**config.mk**
```make
export PLATFORM = sky130hd
export DESIGN_NAME = spa_pair_arith
export DESIGN_NICKNAME = d
export VERILOG_FILES = /design/src/logic/spa_pkg.sv /design/src/logic/spa_pair_arith.sv
export SDC_FILE = /design/constraint.sdc
export NUM_CORES = 1
export LEC_CHECK = 0
export BUFFER_PORTS_ARGS = -buffer_cell sky130_fd_sc_hd__buf_2
export CAP_MARGIN = 30
export CORE_MARGIN = 2
export CORE_UTILIZATION = 51
export DETAILED_ROUTE_END_ITERATION = 16
export GPL_ROUTABILITY_DRIVEN = 0
export HOLD_SLACK_MARGIN = 0.1
export PLACE_DENSITY = 0.76
export SLEW_MARGIN = 20
export SYNTH_ARGS = -nofsm -noshare
export SYNTH_HDL_FRONTEND = slang
export SYNTH_SLANG_ARGS = --single-unit
```
**constraint.sdc**
```tcl
create_clock -name clk -period 7.8 [get_ports clk]
set_clock_uncertainty 0.2 [all_clocks]
set_input_delay 1.17 -clock clk [delete_from_list [all_inputs] [get_ports clk]]
set_output_delay 1.17 -clock clk [all_outputs]
set_load 0.05 [all_outputs]
```
**src/logic/spa_pkg.sv**
```systemverilog
package spa_pkg;
  // ---------------------------------------------------------------
  // Opcode bytes and patterns
  // ---------------------------------------------------------------
  localparam logic [7:0] PFX_MISC = 8'hed;
  localparam logic [7:0] PFX_IDX1 = 8'hdd;
  localparam logic [7:0] PFX_IDX2 = 8'hfd;
  localparam logic [7:0] OP_IDX_INC = 8'h23;
  localparam logic [7:0] OP_IDX_DEC = 8'h2b;
  localparam logic [7:0] MASK_PAIR = 8'hcf;
  localparam logic [7:0] PAT_SBC = 8'h42;
  localparam logic [7:0] PAT_ADD_IDX = 8'h09;
  localparam logic [7:0] PAT_INC = 8'h03;
  localparam logic [7:0] PAT_DEC = 8'h0b;
  // ---------------------------------------------------------------
  // Pair selector codes
  // ---------------------------------------------------------------
  localparam logic [1:0] SEL_ONE = 2'h0;
  localparam logic [1:0] SEL_TWO = 2'h1;
  localparam logic [1:0] SEL_PTR = 2'h2;
  localparam logic [1:0] SEL_SP = 2'h3;
  // ---------------------------------------------------------------
  // Flag bit positions and timing
  // ---------------------------------------------------------------
  localparam int FLG_C = 0;
  localparam int FLG_N = 1;
  localparam int FLG_PV = 2;
  localparam int FLG_H = 4;
  localparam int FLG_Z = 6;
  localparam int FLG_S = 7;
  localparam logic [3:0] ST_LONG = 4'hf;
  localparam logic [3:0] ST_IDX_STEP = 4'ha;
  localparam logic [3:0] ST_STEP = 4'h6;
  localparam logic [2:0] MC_LONG = 3'h4;
  localparam logic [2:0] MC_IDX_STEP = 3'h2;
  localparam logic [2:0] MC_STEP = 3'h1;
  localparam logic [15:0] RST_WORD = 16'h0000;
  localparam logic [7:0] RST_FLAGS = 8'h00;

  typedef enum {SPA_SBC, SPA_ADD_IDX1, SPA_ADD_IDX2, SPA_INC, SPA_DEC,
    SPA_INC_IDX1, SPA_INC_IDX2, SPA_DEC_IDX1, SPA_DEC_IDX2, SPA_NONE} spa_op_e;

  typedef struct packed {
    logic [15:0] one;
    logic [15:0] two;
    logic [15:0] ptr;
    logic [15:0] sp;
    logic [15:0] idx1;
    logic [15:0] idx2;
  } spa_regs_s;
endpackage

```
**src/logic/spa_pair_arith.sv**
```systemverilog
`timescale 1ns/1ns
// Overview of operation
// - ED 01ss0010: pointer pair minus pair, carry
// - Selector: one, two, pointer, stack pointer
// - Subtract sets sign and zero from result
// - Subtract half flag from bit 12 borrow
// - Subtract sets overflow flag on overflow
// - Subtract sets N; carry from full borrow
// - DD 00rr1001 adds pair into first index
// - FD 00rr1001 adds pair into second index
// - First index add selects itself for 10
// - Second index add selects itself for 10
// - Index add: half from bit 11, N cleared
// - Index add: carry from bit 15
// - Index add keeps sign, zero, overflow
// - 00ss0011 increments pair, six states, no flags
// - 00ss1011 decrements pair, six states, no flags
// - DD 23 increments first index, ten states
// - FD 23 increments second index, ten states
// - DD 2B decrements first index, ten states
// - FD 2B decrements second index, ten states
module spa_pair_arith
  import spa_pkg::*;
(
  input wire logic clk,
  input wire logic rstn,
  input wire logic exec_valid,
  input wire logic [7:0] exec_prefix,
  input wire logic [7:0] exec_opcode,
  input wire spa_regs_s regs_in,
  input wire logic [7:0] flags_in,
  output spa_regs_s regs_out,
  output logic [7:0] flags_out,
  output logic done,
  output logic [3:0] states_out,
  output logic [2:0] mcycles_out,
  output logic illegal
);

  // ---------------------------------------------------------------
  // Decode
  // ---------------------------------------------------------------
  spa_op_e op;
  logic [1:0] sel;
  assign sel = exec_opcode[5:4];

  always_comb begin
    op = SPA_NONE;
    if (exec_prefix == PFX_MISC) begin
      if ((exec_opcode & MASK_PAIR) == PAT_SBC) op = SPA_SBC;
    end else if (exec_prefix == PFX_IDX1 || exec_prefix == PFX_IDX2) begin
      if ((exec_opcode & MASK_PAIR) == PAT_ADD_IDX) begin
        op = (exec_prefix == PFX_IDX1) ? SPA_ADD_IDX1 : SPA_ADD_IDX2;
      end else if (exec_opcode == OP_IDX_INC) begin
        op = (exec_prefix == PFX_IDX1) ? SPA_INC_IDX1 : SPA_INC_IDX2;
      end else if (exec_opcode == OP_IDX_DEC) begin
        op = (exec_prefix == PFX_IDX1) ? SPA_DEC_IDX1 : SPA_DEC_IDX2;
      end
    end else begin
      // Any other prefix value means an unprefixed byte
      if ((exec_opcode & MASK_PAIR) == PAT_INC) op = SPA_INC;
      else if ((exec_opcode & MASK_PAIR) == PAT_DEC) op = SPA_DEC;
    end
  end

  // Selector 10 names the destination itself, so one function serves all
  function automatic logic [15:0] pick(input spa_regs_s r, input logic [1:0] s,
                                       input logic [15:0] self);
    case (s)
      SEL_ONE: pick = r.one;
      SEL_TWO: pick = r.two;
      SEL_PTR: pick = self;
      default: pick = r.sp;
    endcase
  endfunction

  // ---------------------------------------------------------------
  // Arithmetic
  // ---------------------------------------------------------------
  logic [15:0] src_gen, src_i1, src_i2, add_dst, add_src;
  logic [16:0] sbc_full, add_full;
  logic [12:0] sbc_low;
  logic [12:0] add_low;
  logic [15:0] sbc_res;
  logic cin;

  assign cin = flags_in[FLG_C];
  assign src_gen = pick(regs_in, sel, regs_in.ptr);
  assign src_i1 = pick(regs_in, sel, regs_in.idx1);
  assign src_i2 = pick(regs_in, sel, regs_in.idx2);
  assign add_dst = (op == SPA_ADD_IDX2) ? regs_in.idx2 : regs_in.idx1;
  assign add_src = (op == SPA_ADD_IDX2) ? src_i2 : src_i1;

  assign sbc_full = {1'b0, regs_in.ptr} - {1'b0, src_gen} - {16'h0000, cin};
  assign sbc_res = sbc_full[15:0];
  // Borrow out of the low twelve bits shows as the thirteenth bit
  assign sbc_low = {1'b0, regs_in.ptr[11:0]} - {1'b0, src_gen[11:0]} - {12'h000, cin};
  assign add_full = {1'b0, add_dst} + {1'b0, add_src};
  // Carry out of bit 11 shows as the thirteenth bit of the low sum
  assign add_low = {1'b0, add_dst[11:0]} + {1'b0, add_src[11:0]};

  function automatic logic [15:0] pair_step(input logic [15:0] v, input logic up);
    pair_step = up ? v + 16'h0001 : v - 16'h0001;
  endfunction

  // ---------------------------------------------------------------
  // Result registers
  // ---------------------------------------------------------------
  spa_regs_s regs_nxt;
  logic [7:0] flags_nxt;
  logic [3:0] states_nxt;
  logic [2:0] mc_nxt;
  logic [15:0] gen_step;

  always_comb begin
    regs_nxt = regs_in;
    flags_nxt = flags_in;
    states_nxt = 4'h0;
    mc_nxt = 3'h0;
    gen_step = pair_step(src_gen, op == SPA_INC);
    case (op)
      SPA_SBC: begin
        regs_nxt.ptr = sbc_res;
        flags_nxt[FLG_S] = sbc_res[15];
        flags_nxt[FLG_Z] = (sbc_res == 16'h0000);
        flags_nxt[FLG_H] = sbc_low[12];
        flags_nxt[FLG_PV] = (regs_in.ptr[15] != src_gen[15]) &&
                            (sbc_res[15] != regs_in.ptr[15]);
        flags_nxt[FLG_N] = 1'b1;
        flags_nxt[FLG_C] = sbc_full[16];
        states_nxt = ST_LONG;
        mc_nxt = MC_LONG;
      end
      SPA_ADD_IDX1, SPA_ADD_IDX2: begin
        if (op == SPA_ADD_IDX1) regs_nxt.idx1 = add_full[15:0];
        else regs_nxt.idx2 = add_full[15:0];
        // Sign, zero and overflow bits pass through untouched
        flags_nxt[FLG_H] = add_low[12];
        flags_nxt[FLG_N] = 1'b0;
        flags_nxt[FLG_C] = add_full[16];
        states_nxt = ST_LONG;
        mc_nxt = MC_LONG;
      end
      SPA_INC, SPA_DEC: begin
        case (sel)
          SEL_ONE: regs_nxt.one = gen_step;
          SEL_TWO: regs_nxt.two = gen_step;
          SEL_PTR: regs_nxt.ptr = gen_step;
          default: regs_nxt.sp = gen_step;
        endcase
        states_nxt = ST_STEP;
        mc_nxt = MC_STEP;
      end
      SPA_INC_IDX1, SPA_DEC_IDX1: begin
        regs_nxt.idx1 = pair_step(regs_in.idx1, op == SPA_INC_IDX1);
        states_nxt = ST_IDX_STEP;
        mc_nxt = MC_IDX_STEP;
      end
      SPA_INC_IDX2, SPA_DEC_IDX2: begin
        regs_nxt.idx2 = pair_step(regs_in.idx2, op == SPA_INC_IDX2);
        states_nxt = ST_IDX_STEP;
        mc_nxt = MC_IDX_STEP;
      end
      default: begin
      end
    endcase
  end

  // Results are held until the next accepted request
  always_ff @(posedge clk) begin
    if (!rstn) begin
      regs_out <= '{RST_WORD, RST_WORD, RST_WORD, RST_WORD, RST_WORD, RST_WORD};
      flags_out <= RST_FLAGS;
      states_out <= 4'h0;
      mcycles_out <= 3'h0;
    end else if (exec_valid) begin
      regs_out <= regs_nxt;
      flags_out <= flags_nxt;
      states_out <= states_nxt;
      mcycles_out <= mc_nxt;
    end
  end

  always_ff @(posedge clk) begin
    if (!rstn) begin
      done <= 1'b0;
      illegal <= 1'b0;
    end else begin
      done <= exec_valid;
      illegal <= exec_valid && (op == SPA_NONE);
    end
  end
endmodule

```
### Word-level counts from Yosys, hierarchy flattened

Cells that the tools add are included.

| word-level totals | value |
|---|---|
| register bits after elaboration | 113 |
| output and inout bits | 113 |

| operators by class | value |
|---|---|
| reduce and logical (&&, ||, !) cells | 13 |
| muxes and demuxes | 36 |
| equal/unequal tests | 27 |
| $add $sub $neg | 12 |

Operators with widths:

| cell | number |
|---|---|
| 32-bit by 3-bit equality test with 1-bit output (second input constant) | 6 |
| 16-bit two-way mux | 12 |
| 16-bit case mux with 3 select lines | 3 |
| 32-bit by 2-bit equality test with 1-bit output (second input constant) | 3 |
| 32-bit by 4-bit equality test with 1-bit output (second input constant) | 3 |
| 32-bit two-way mux | 3 |
| 16-bit case mux with 2 select lines | 3 |
| 16-bit by 1-bit adder with 16-bit output (second input constant) | 3 |
| 16-bit by 1-bit subtractor with 16-bit output (second input constant) | 3 |
| 32-bit by 1-bit equality test with 1-bit output (second input constant) | 1 |
| 32-bit by 5-bit equality test with 1-bit output (second input constant) | 1 |
| 32-bit zero test | 1 |
| 4-bit two-way mux | 7 |
| 8-bit equality test (second input constant) | 3 |
| 16-bit by 16-bit adder with 17-bit output | 1 |
| 16-bit by 16-bit subtractor with 17-bit output | 1 |
| 17-bit by 1-bit subtractor with 17-bit output | 1 |
| 8-bit by 6-bit equality test with 1-bit output (second input constant) | 2 |
| 16-bit zero test | 1 |
| 12-bit by 12-bit adder with 13-bit output | 1 |
| 12-bit by 12-bit subtractor with 13-bit output | 1 |
| 13-bit by 1-bit subtractor with 13-bit output | 1 |
| 6-bit by 4-bit equality test with 1-bit output (second input constant) | 2 |
| 4-bit case mux with 3 select lines | 1 |
| 16 further kinds | 24 |

### Logic depth before layout (Yosys ltp)

Gate-level depths: netlist of run 1.

| logic depth | value |
|---|---|
| depth after elaboration | 12 |
| mapped depth | 24 |
| depth with buffers taken out | 21 |

### Worst setup path after synthesis of run 1

Ideal clock, no wire load.

| path | value |
|---|---|
| path kind | input to register |
| start | input exec_opcode[4] |
| end | register regs_out[14] in the netlist's numbering |
| stages | 23 |
| buffers on the path | 2 |
| slack | 1.974 ns |
| setup time | 0.122 ns |
| data arrival time | 5.504 ns |
| cells stage by stage | buf_6 > or2b_2 > a21boi_0 > o221ai_2 > inv_1 > nor2_1 > and2_1 > buf_2 > nand2_1 > o21ai_1 > mux4_2 > ha_1 > fa_1 > a21o_1 > a21oi_1 > o21a_1 > o31ai_1 > a211oi_1 > nor2_1 > o31ai_1 > xnor2_1 > a221oi_1 > nor2_1 |

| between the ends | value |
|---|---|
| cells in the longest elaborated chain, start to end | 11 |
| elaborated cells between the ends (all ways) | 27 |

RTL lines:

| element | line | RTL |
|---|---|---|
| from (decl) | spa_pair_arith.sv:29 | `input wire logic [7:0] exec_opcode,` |
| 8-bit by 6-bit equality test with 1-bit output | spa_pair_arith.sv:56 | `end else if (exec_opcode == OP_IDX_DEC) begin` |
| 4-bit two-way mux | spa_pair_arith.sv:56 |  |
| 4-bit two-way mux | spa_pair_arith.sv:54 | `end else if (exec_opcode == OP_IDX_INC) begin` |
| 4-bit two-way mux | spa_pair_arith.sv:52 | `if ((exec_opcode & MASK_PAIR) == PAT_ADD_IDX) begin` |
| 32-bit two-way mux | spa_pair_arith.sv:51 | `end else if (exec_prefix == PFX_IDX1 \|\| exec_prefix == PFX_IDX2) begin` |
| 32-bit two-way mux | spa_pair_arith.sv:49 | `if (exec_prefix == PFX_MISC) begin` |
| 32-bit by 3-bit equality test with 1-bit output | spa_pair_arith.sv:91, spa_pair_arith.sv:92 |  |
| 16-bit two-way mux (on tied branches) | spa_pair_arith.sv:91, spa_pair_arith.sv:92 |  |
| 16-bit by 16-bit adder with 17-bit output | spa_pair_arith.sv:98 | `assign add_full = {1'b0, add_dst} + {1'b0, add_src};` |
| 16-bit two-way mux | spa_pair_arith.sv:135 | `if (op == SPA_ADD_IDX1) regs_nxt.idx1 = add_full[15:0];` |
| 16-bit case mux with 2 select lines (*) | spa_pair_arith.sv:121 | `case (op)` |
| to (signal assigned) | spa_pair_arith.sv:172 | `regs_out <= '{RST_WORD, RST_WORD, RST_WORD, RST_WORD, RST_WORD, RST_WORD};` |
| to (signal assigned) | spa_pair_arith.sv:177 | `regs_out <= regs_nxt;` |
| to (decl) | spa_pair_arith.sv:32 | `output spa_regs_s regs_out,` |

Mark *: on every way between the ends. The rest lies on a longest branch, timed or not.
A chain may end at the register's enable or synchronous reset.

### Final worst setup path of run 1

| path | value |
|---|---|
| start | input exec_opcode[7] |
| end | register regs_out[14] in the netlist's numbering |

| between the ends | value |
|---|---|
| cells in the longest elaborated chain, start to end | 11 |
| elaborated cells between the ends (all ways) | 29 |

RTL lines:

| element | line |
|---|---|
| 8-bit by 6-bit equality test with 1-bit output | spa_pair_arith.sv:56 |
| 4-bit two-way mux | spa_pair_arith.sv:56 |
| 4-bit two-way mux | spa_pair_arith.sv:54 |
| 4-bit two-way mux | spa_pair_arith.sv:52 |
| 32-bit two-way mux | spa_pair_arith.sv:51 |
| 32-bit two-way mux (*) | spa_pair_arith.sv:49 |
| 32-bit by 3-bit equality test with 1-bit output | spa_pair_arith.sv:91, spa_pair_arith.sv:92 |
| 16-bit two-way mux (on tied branches) | spa_pair_arith.sv:91, spa_pair_arith.sv:92 |
| 16-bit by 16-bit adder with 17-bit output | spa_pair_arith.sv:98 |
| 16-bit two-way mux | spa_pair_arith.sv:135 |
| 16-bit case mux with 2 select lines (*) | spa_pair_arith.sv:121 |

Marked as above.

==> results of run 1 <==
-- worst paths after layout --
kind                  end           start  slack [ps]  depth (start not counted)
max          regs_out[14]  exec_opcode[7]        1370                         22
min reg2reg  regs_out[37]    regs_out[37]         280                          1
max reg2reg  regs_out[31]    regs_out[31]        6200                          4
min          regs_out[37]    regs_out[37]         280                          1
-- power by group through the flow --
stage,combinational [mW],sequential [mW],clock (mW)
after floorplan,0.485,0.776,0
after global placement,0.837,0.643,0
after detailed placement,0.849,0.643,0
after CTS,0.854,0.630,0.484
after global routing,0.936,0.635,0.510
final,0.872,0.631,0.478
-- sequential cells by signal, summed over array words and instances, names as in the netlist --
name / flops
done: 1
flags_out: 8
mcycles_out: 2
regs_out: 96
states_out: 4
illegal: 1
-- cell type report --
type | instances | area [µm²]
clock inverter | 7 | 73.82
multi-input combinational | 1016 | 7441
fill | 1743 | 7630
tap | 265 | 331.6
antenna | 2 | 5.005
clock buffer | 9 | 225.2
sequential | 112 | 2242
inverter | 77 | 291.5
timing repair buffer | 252 | 1350
-- cells in the mapped netlist (all sizes together) (7+ instances only) --
master  instances  area, µm²
a211oi          7      57.55
a21o           24      180.2
a21oi         102      514.2
a221oi         13      113.9
a22oi          16      125.1
a31oi          24      150.1
and2            8      50.05
and3            8      50.05
buf            22      131.4
clkbuf         46      172.7
dfxtp         112       2242
ha             85       1064
inv            77      291.5
mux2i          26      260.3
mux4           32      720.7
nand2         167      629.4
nand2b         13      81.33
nand3          25      125.1
nand4          11      68.82
nor2           70      262.8
nor2b          20      125.1
nor3           22      126.4
o211a          31      310.3
o211ai         17      132.6
o21a           16      120.1
o21ai         109      549.3
o21bai          8      63.81
or2             8      52.55
or3             8      50.05
xnor2          43      384.1
xor2           21      183.9
-- metrics by stage --
| step | cell area, µm² | total power [mW] | hold WS [ps] | utilization [%] | setup WS [ps] |
|---|---|---|---|---|---|
| after CTS | 11900 | 1.969 | 281.2 | 60.75 | 1374 |
| after global routing | 11960 | 2.081 | 299.1 | 61.03 | 884.4 |
| after global placement | 11590 | 1.480 | 259.2 | 59.18 | 1140 |
| final | 11960 | 1.981 | 278.2 | 61.05 | 1369 |
| after floorplan | 10280 | 1.261 | 509.7 | - | 1974 |
| after detailed placement | 11600 | 1.492 | 261.2 | 59.22 | 1038 |
-- routing by layer --
| metal | global-route usage [%] | up-vias |
|---|---|---|
| li1 | - | 5068 |
| met1 | 41.66 | 5005 |
| met2 | 51.79 | 657 |
| met3 | 7.085 | 111 |
| met4 | 15.98 | 2 |
| met5 | 0 | - |
-- cells by family (layout without fill, tap and decap cells) --
| family | Yosys count | in the layout | share of synthesized area (%) |
|---|---|---|---|
| adders and majority gates | 92 | 92 | 11.63 |
| and+or+nand+nor | 381 | 381 | 17.97 |
| other | 0 | 2 | 0 |
| AOI/OAI and AO/OA | 418 | 418 | 27.40 |
| muxes | 61 | 61 | 9.872 |
| DFF | 112 | 112 | 21.81 |
| buffers and inverters | 145 | 345 | 5.794 |
| xor gates and xnor gates | 64 | 64 | 5.527 |
-- critical path, stage by stage --
cell and delay [ps]:
sky130_fd_sc_hd__buf_2 120, sky130_fd_sc_hd__nor4b_4 520, sky130_fd_sc_hd__o311a_4 380, sky130_fd_sc_hd__inv_4 150, sky130_fd_sc_hd__o21ai_2 90, sky130_fd_sc_hd__buf_4 210, sky130_fd_sc_hd__nor2b_1 210, sky130_fd_sc_hd__and2_1 500
sky130_fd_sc_hd__o21ai_1 150, sky130_fd_sc_hd__mux4_2 470, sky130_fd_sc_hd__ha_1 220, sky130_fd_sc_hd__fa_1 410, sky130_fd_sc_hd__a21o_1 170, sky130_fd_sc_hd__a21oi_1 250, sky130_fd_sc_hd__o21a_1 170, sky130_fd_sc_hd__o31ai_1 130
sky130_fd_sc_hd__a211oi_1 290, sky130_fd_sc_hd__nor2_1 110, sky130_fd_sc_hd__o31ai_1 250, sky130_fd_sc_hd__xnor2_1 130, sky130_fd_sc_hd__a221oi_1 320, sky130_fd_sc_hd__nor2_1 60
-- layout by cell type (no fill, tap or decap), types with 15 or more instances in the layout --
cell / Yosys / layout
sky130_fd_sc_hd__a22oi_1: 15 / 15
sky130_fd_sc_hd__dfxtp_1: 112 / 112
sky130_fd_sc_hd__buf_4: 1 / 15
sky130_fd_sc_hd__mux2i_1: 26 / 26
sky130_fd_sc_hd__o211ai_1: 16 / 16
sky130_fd_sc_hd__buf_2: 12 / 234
sky130_fd_sc_hd__xnor2_1: 42 / 42
sky130_fd_sc_hd__o21ai_0: 104 / 104
sky130_fd_sc_hd__o21a_1: 16 / 16
sky130_fd_sc_hd__xor2_1: 21 / 21
sky130_fd_sc_hd__a21o_1: 24 / 24
sky130_fd_sc_hd__inv_1: 76 / 76
sky130_fd_sc_hd__nand3_1: 25 / 25
sky130_fd_sc_hd__o211a_1: 31 / 31
sky130_fd_sc_hd__nor2b_1: 20 / 20
sky130_fd_sc_hd__mux4_2: 32 / 32
sky130_fd_sc_hd__a31oi_1: 24 / 24
sky130_fd_sc_hd__a21oi_1: 101 / 101
sky130_fd_sc_hd__ha_1: 85 / 85
sky130_fd_sc_hd__nand2_1: 166 / 166
sky130_fd_sc_hd__nor3_1: 20 / 20
sky130_fd_sc_hd__nor2_1: 70 / 70
==> flow_summary.json, run 1 <==
{
  "run_status": "finished, final reports clean",
  "global_route.usage.total_pct": 32.48,
  "vdd_ir_drop_max_mv": 0.1115,
  "number_of_antenna_violations_at_the_first_check_in_global_routing": 4,
  "timing_hold_violations_final": 0,
  "mappedNetlistArea_um2": 10280,
  "pin_count": 236,
  "cells_after_synthesis": 1273,
  "timing.critical_path.required_ps": 7860,
  "maxSlewViolCount": 0,
  "drt_drc_violations_left": 0,
  "route.vias.total": 10840,
  "setup.worst_path.end_class": "flip-flop",
  "initial_utilization_pct": 52.47,
  "part_of_the_total_power_dissipated_in_combinational_logic_pct": 44.0,
  "routed_via_density": 6.232,
  "internal_power_mw": 1.140,
  "post-place-cells": 1720,
  "share_clk_of_total_power_pct": 24.1,
  "worst_slew_margin_rel_pct": 41.29,
  "met2_wirelength_mm": 16.03,
  "postSynth.asyncResetShare_pct": 0,
  "hpwlAfterDp_mm": 27.73,
  "io_buffer_count": 235,
  "worst-slew-pin-transition_ps": 869.6,
  "drv.max_cap_violation_count": 0,
  "numCtsBuffers": 9,
  "floorplan.die.height_um": 146.0,
  "cts.repair.resized": 0,
  "ant_nets": 0,
  "layout-drive-gt1-share_pct": 23.01,
  "placementRows": 51,
  "clkLatencyLatePin_ps": 370,
  "met3RoutedLength_mm": 3.879,
  "post-route-period-util_pct": 82.45,
  "number_of_detailed_route_iterations_in_the_first_pass": 7,
  "grt_pass1_vias": 10050,
  "final.min_clock_period_ps": 6431,
  "count_of_flip_flops_with_a_built_in_enable_after_synthesis": 0,
  "cts_clk_pin_slew_worst_paths_ps": 80,
  "finalSetupTns_ps": 0,
  "wl_met1_mm": 14.06,
  "netlist-cell-type-count": 91,
  "maxUsedRoutingLayer": "met5",
  "die_outline_width_um": 146.0,
  "floorplan.die_area_um2": 21310,
  "worstHoldPathType": "flip-flop to flip-flop",
  "switching_share_of_power_pct": 42.42,
  "area_growth_syn_to_layout_pct": 16.36,
  "grt_first_pass_wirelength_mm": 54.76,
  "cts_tree": "built",
  "routedWlPerCell_um": 20.54,
  "clock-root-buffer": "sky130_fd_sc_hd__clkbuf_16",
  "wirelength_mm": 35.74,
  "synthFlopType": "sky130_fd_sc_hd__dfxtp_1",
  "grt_overflow": 0,
  "cts.sink_count": 112,
  "worst-path-max-fanout": 23,
  "finalSetupViolations": 0,
  "post_route_non_filler_standard_cell_count": 1740,
  "drt_iter0_drc": 1343,
  "worstSetupStartpointType": "input port",
  "clock_path_buffers": 2,
  "ys.warnings.count": 0,
  "static-leakage-power_nw": 5.743,
  "cts_post_setup_buffers_inserted": 0,
  "hold_buffers": 0,
  "synth.yosys.seq_area_share_pct": 21.81,
  "postSynthRegisterBits": 112,
  "cp_data_arrival_time_ps": 6490,
  "grt_start_max_net_pins": 110,
  "cts.htree.levels": 3,
  "power.density_nw_per_um2": 165.6,
  "net-switching-power_mw": 0.8402,
  "rsz0062_at_grt": "false",
  "num-nets-final": 1682,
  "syn_area_per_cell_um2": 8.074,
  "synthesis.nets": 1487,
  "sequentialPowerShare_pct": 31.8,
  "maxClockFrequency_ghz": 0.1555,
  "timing_worst_setup_path_type": "input port to flip-flop",
  "core_region_area_um2": 19590
}
Power figures use the tool's default switching activity.
==> run 2, diff against run 1 <==
- PLACE_DENSITY: 0.76 -> 0.79
- clock period: 7.8 -> 5.6 ns (I/O delays scaled with it)
==> flow_summary.json, run 2 (synthesis results as in run 1) <==
{
  "cts_post_setup_buffers_inserted": 0,
  "critical-path-slowest-cell": "sky130_fd_sc_hd__mux4_2",
  "initial_utilization_pct": 52.47,
  "timing.critical_path.required_ps": 5660,
  "placementRows": 51,
  "route.vias.total": 11040,
  "commonest_non_fill_non_tap_cells_in_the_layout": "sky130_fd_sc_hd__buf_2 (234), sky130_fd_sc_hd__nand2_1 (166), sky130_fd_sc_hd__dfxtp_1 (112)",
  "switching_share_of_power_pct": 41.67,
  "core_region_area_um2": 19590,
  "sequentialPowerShare_pct": 31.0,
  "die_outline_width_um": 146.0,
  "timing_worst_setup_path_type": "input port to flip-flop",
  "wl_met1_mm": 13.92,
  "grt_pass1_vias": 10260,
  "cts_tree": "built",
  "clkLatencyLatePin_ps": 370,
  "area_growth_syn_to_layout_pct": 18.42,
  "run_status": "finished, final reports clean",
  "floorplan.die_area_um2": 21310,
  "worstHoldPathType": "flip-flop to flip-flop",
  "grt_first_pass_wirelength_mm": 55.19,
  "met3RoutedLength_mm": 4.016,
  "grt_overflow": 0,
  "worst_slew_margin_rel_pct": 40.91,
  "pin_count": 236,
  "vdd_ir_drop_max_mv": 0.1601,
  "rsz0062_at_grt": "false",
  "maxUsedRoutingLayer": "met5",
  "share_clk_of_total_power_pct": 25.0,
  "cp_data_arrival_time_ps": 5480,
  "critPathTopFamily": "compound AO/OA/AOI/OAI gates",
  "post-route-period-util_pct": 96.83,
  "max_stage_delay_ps": 470,
  "layout-drive-gt1-share_pct": 24.26,
  "routedWlPerCell_um": 20.52,
  "power.density_nw_per_um2": 232.2,
  "worstSetupStartpointType": "input port",
  "pre_cts_slack_ps": -115.9,
  "grt_start_max_net_pins": 114,
  "internal_power_mw": 1.649,
  "timing_hold_violations_final": 0,
  "maxClockFrequency_ghz": 0.1844,
  "ant_nets": 0,
  "net-switching-power_mw": 1.178,
  "cts_clk_pin_slew_worst_paths_ps": 80,
  "routed_via_density": 6.264,
  "clock-root-buffer": "sky130_fd_sc_hd__clkbuf_16",
  "finalSetupViolations": 0,
  "static-leakage-power_nw": 5.873,
  "largest_registers": "regs_out (96), flags_out (8), states_out (4)",
  "global_route.usage.total_pct": 32.46,
  "wirelength_mm": 36.18,
  "drt_iter0_drc": 1176,
  "drv.max_cap_violation_count": 0,
  "flip_flop_count_of_the_largest_register_all_copies_and_words_added": 96,
  "maxSlewViolCount": 0,
  "number_of_detailed_route_iterations_in_the_first_pass": 8,
  "numCtsBuffers": 9,
  "final.min_clock_period_ps": 5423,
  "drt_drc_violations_left": 0,
  "clock_path_buffers": 2,
  "io_buffer_count": 235,
  "post-route-worst-setup-slack_ps": 177.3,
  "cts.sink_count": 112,
  "worst-slew-pin-transition_ps": 880.5,
  "floorplan.die.height_um": 146.0,
  "hpwlAfterDp_mm": 28.12,
  "number_of_antenna_violations_at_the_first_check_in_global_routing": 4,
  "cts.htree.levels": 3,
  "dpl-instance-area_um2": 11810,
  "post-place-cells": 1743,
  "num-nets-final": 1705,
  "cells_along_the_critical_path": "buf_2, nand4b_4, or2_4, o31ai_1, a22oi_2, nor2b_1, and2_1, o21ai_1, mux4_2, ha_1, fa_1, a21o_1, a21oi_1, o21a_1, o31ai_1, a211oi_1, nor2_1, o31ai_2, xnor2_1, a221oi_1, nor2_1",
  "setup.worst_path.end_class": "flip-flop",
  "path_buf_inv": 1,
  "largest-register": "regs_out",
  "met2_wirelength_mm": 16.40,
  "post_route_non_filler_standard_cell_count": 1763,
  "commonest_non_fill_non_tap_cell_in_the_layout": "sky130_fd_sc_hd__buf_2",
  "worst-path-max-fanout": 4,
  "post-route-cell-area_um2": 12170,
  "part_of_the_total_power_dissipated_in_combinational_logic_pct": 43.9
}
run 2: power by group through the flow:
stage	logic [mW]	clock network (mW)	registers [mW]
finish	1.24	0.707	0.877
CTS	1.21	0.713	0.877
global route	1.32	0.753	0.884
detailed placement	1.20	0	0.895
floorplan	0.676	0	1.08
global placement	1.18	0	0.894
run 2: timing repair:
action,4_1_cts,5_1_grt
hold buffers,0,0
gates resized for setup,0,2
setup endpoints to repair,0,1
run 2: path summary, 6_finish.rpt:
kind | endpoint | start | cells after the start | slack (ps)
worst max-delay path | regs_out[14] | exec_prefix[1] | 21 | 180
worst max register to register | regs_out[31] | regs_out[31] | 4 | 4060
worst min-delay path | regs_out[42] | regs_out[42] | 1 | 280
worst min register to register | regs_out[42] | regs_out[42] | 1 | 280
run 2: routing by layer:
metal,up-vias,global-route usage [%]
met5,-,0
met4,6,14.12
met3,141,5.862
met2,728,53.30
met1,5058,41.83
li1,5111,-
run 2: cell type report:
type	count	area (µm²)
diodes	2	5.005
repair buffers	275	1534
well taps	265	331.6
flip-flops and latches	112	2242
fillers	1752	7418
multi-input cells	1016	7452
inverters	77	291.5
clock inverters	7	90.09
clock buffers	9	225.2
run 2: metrics by stage:
step	hold WS, ps	TNS (ps)	power (mW)	utilization [%]
floorplan	509.7	0	1.756	-
global placement	257.7	0	2.075	59.99
detailed placement	262.7	-115.9	2.099	60.26
CTS	283.5	0	2.803	61.87
global route	299.8	0	2.960	62.11
finish	279.5	0	2.826	62.13
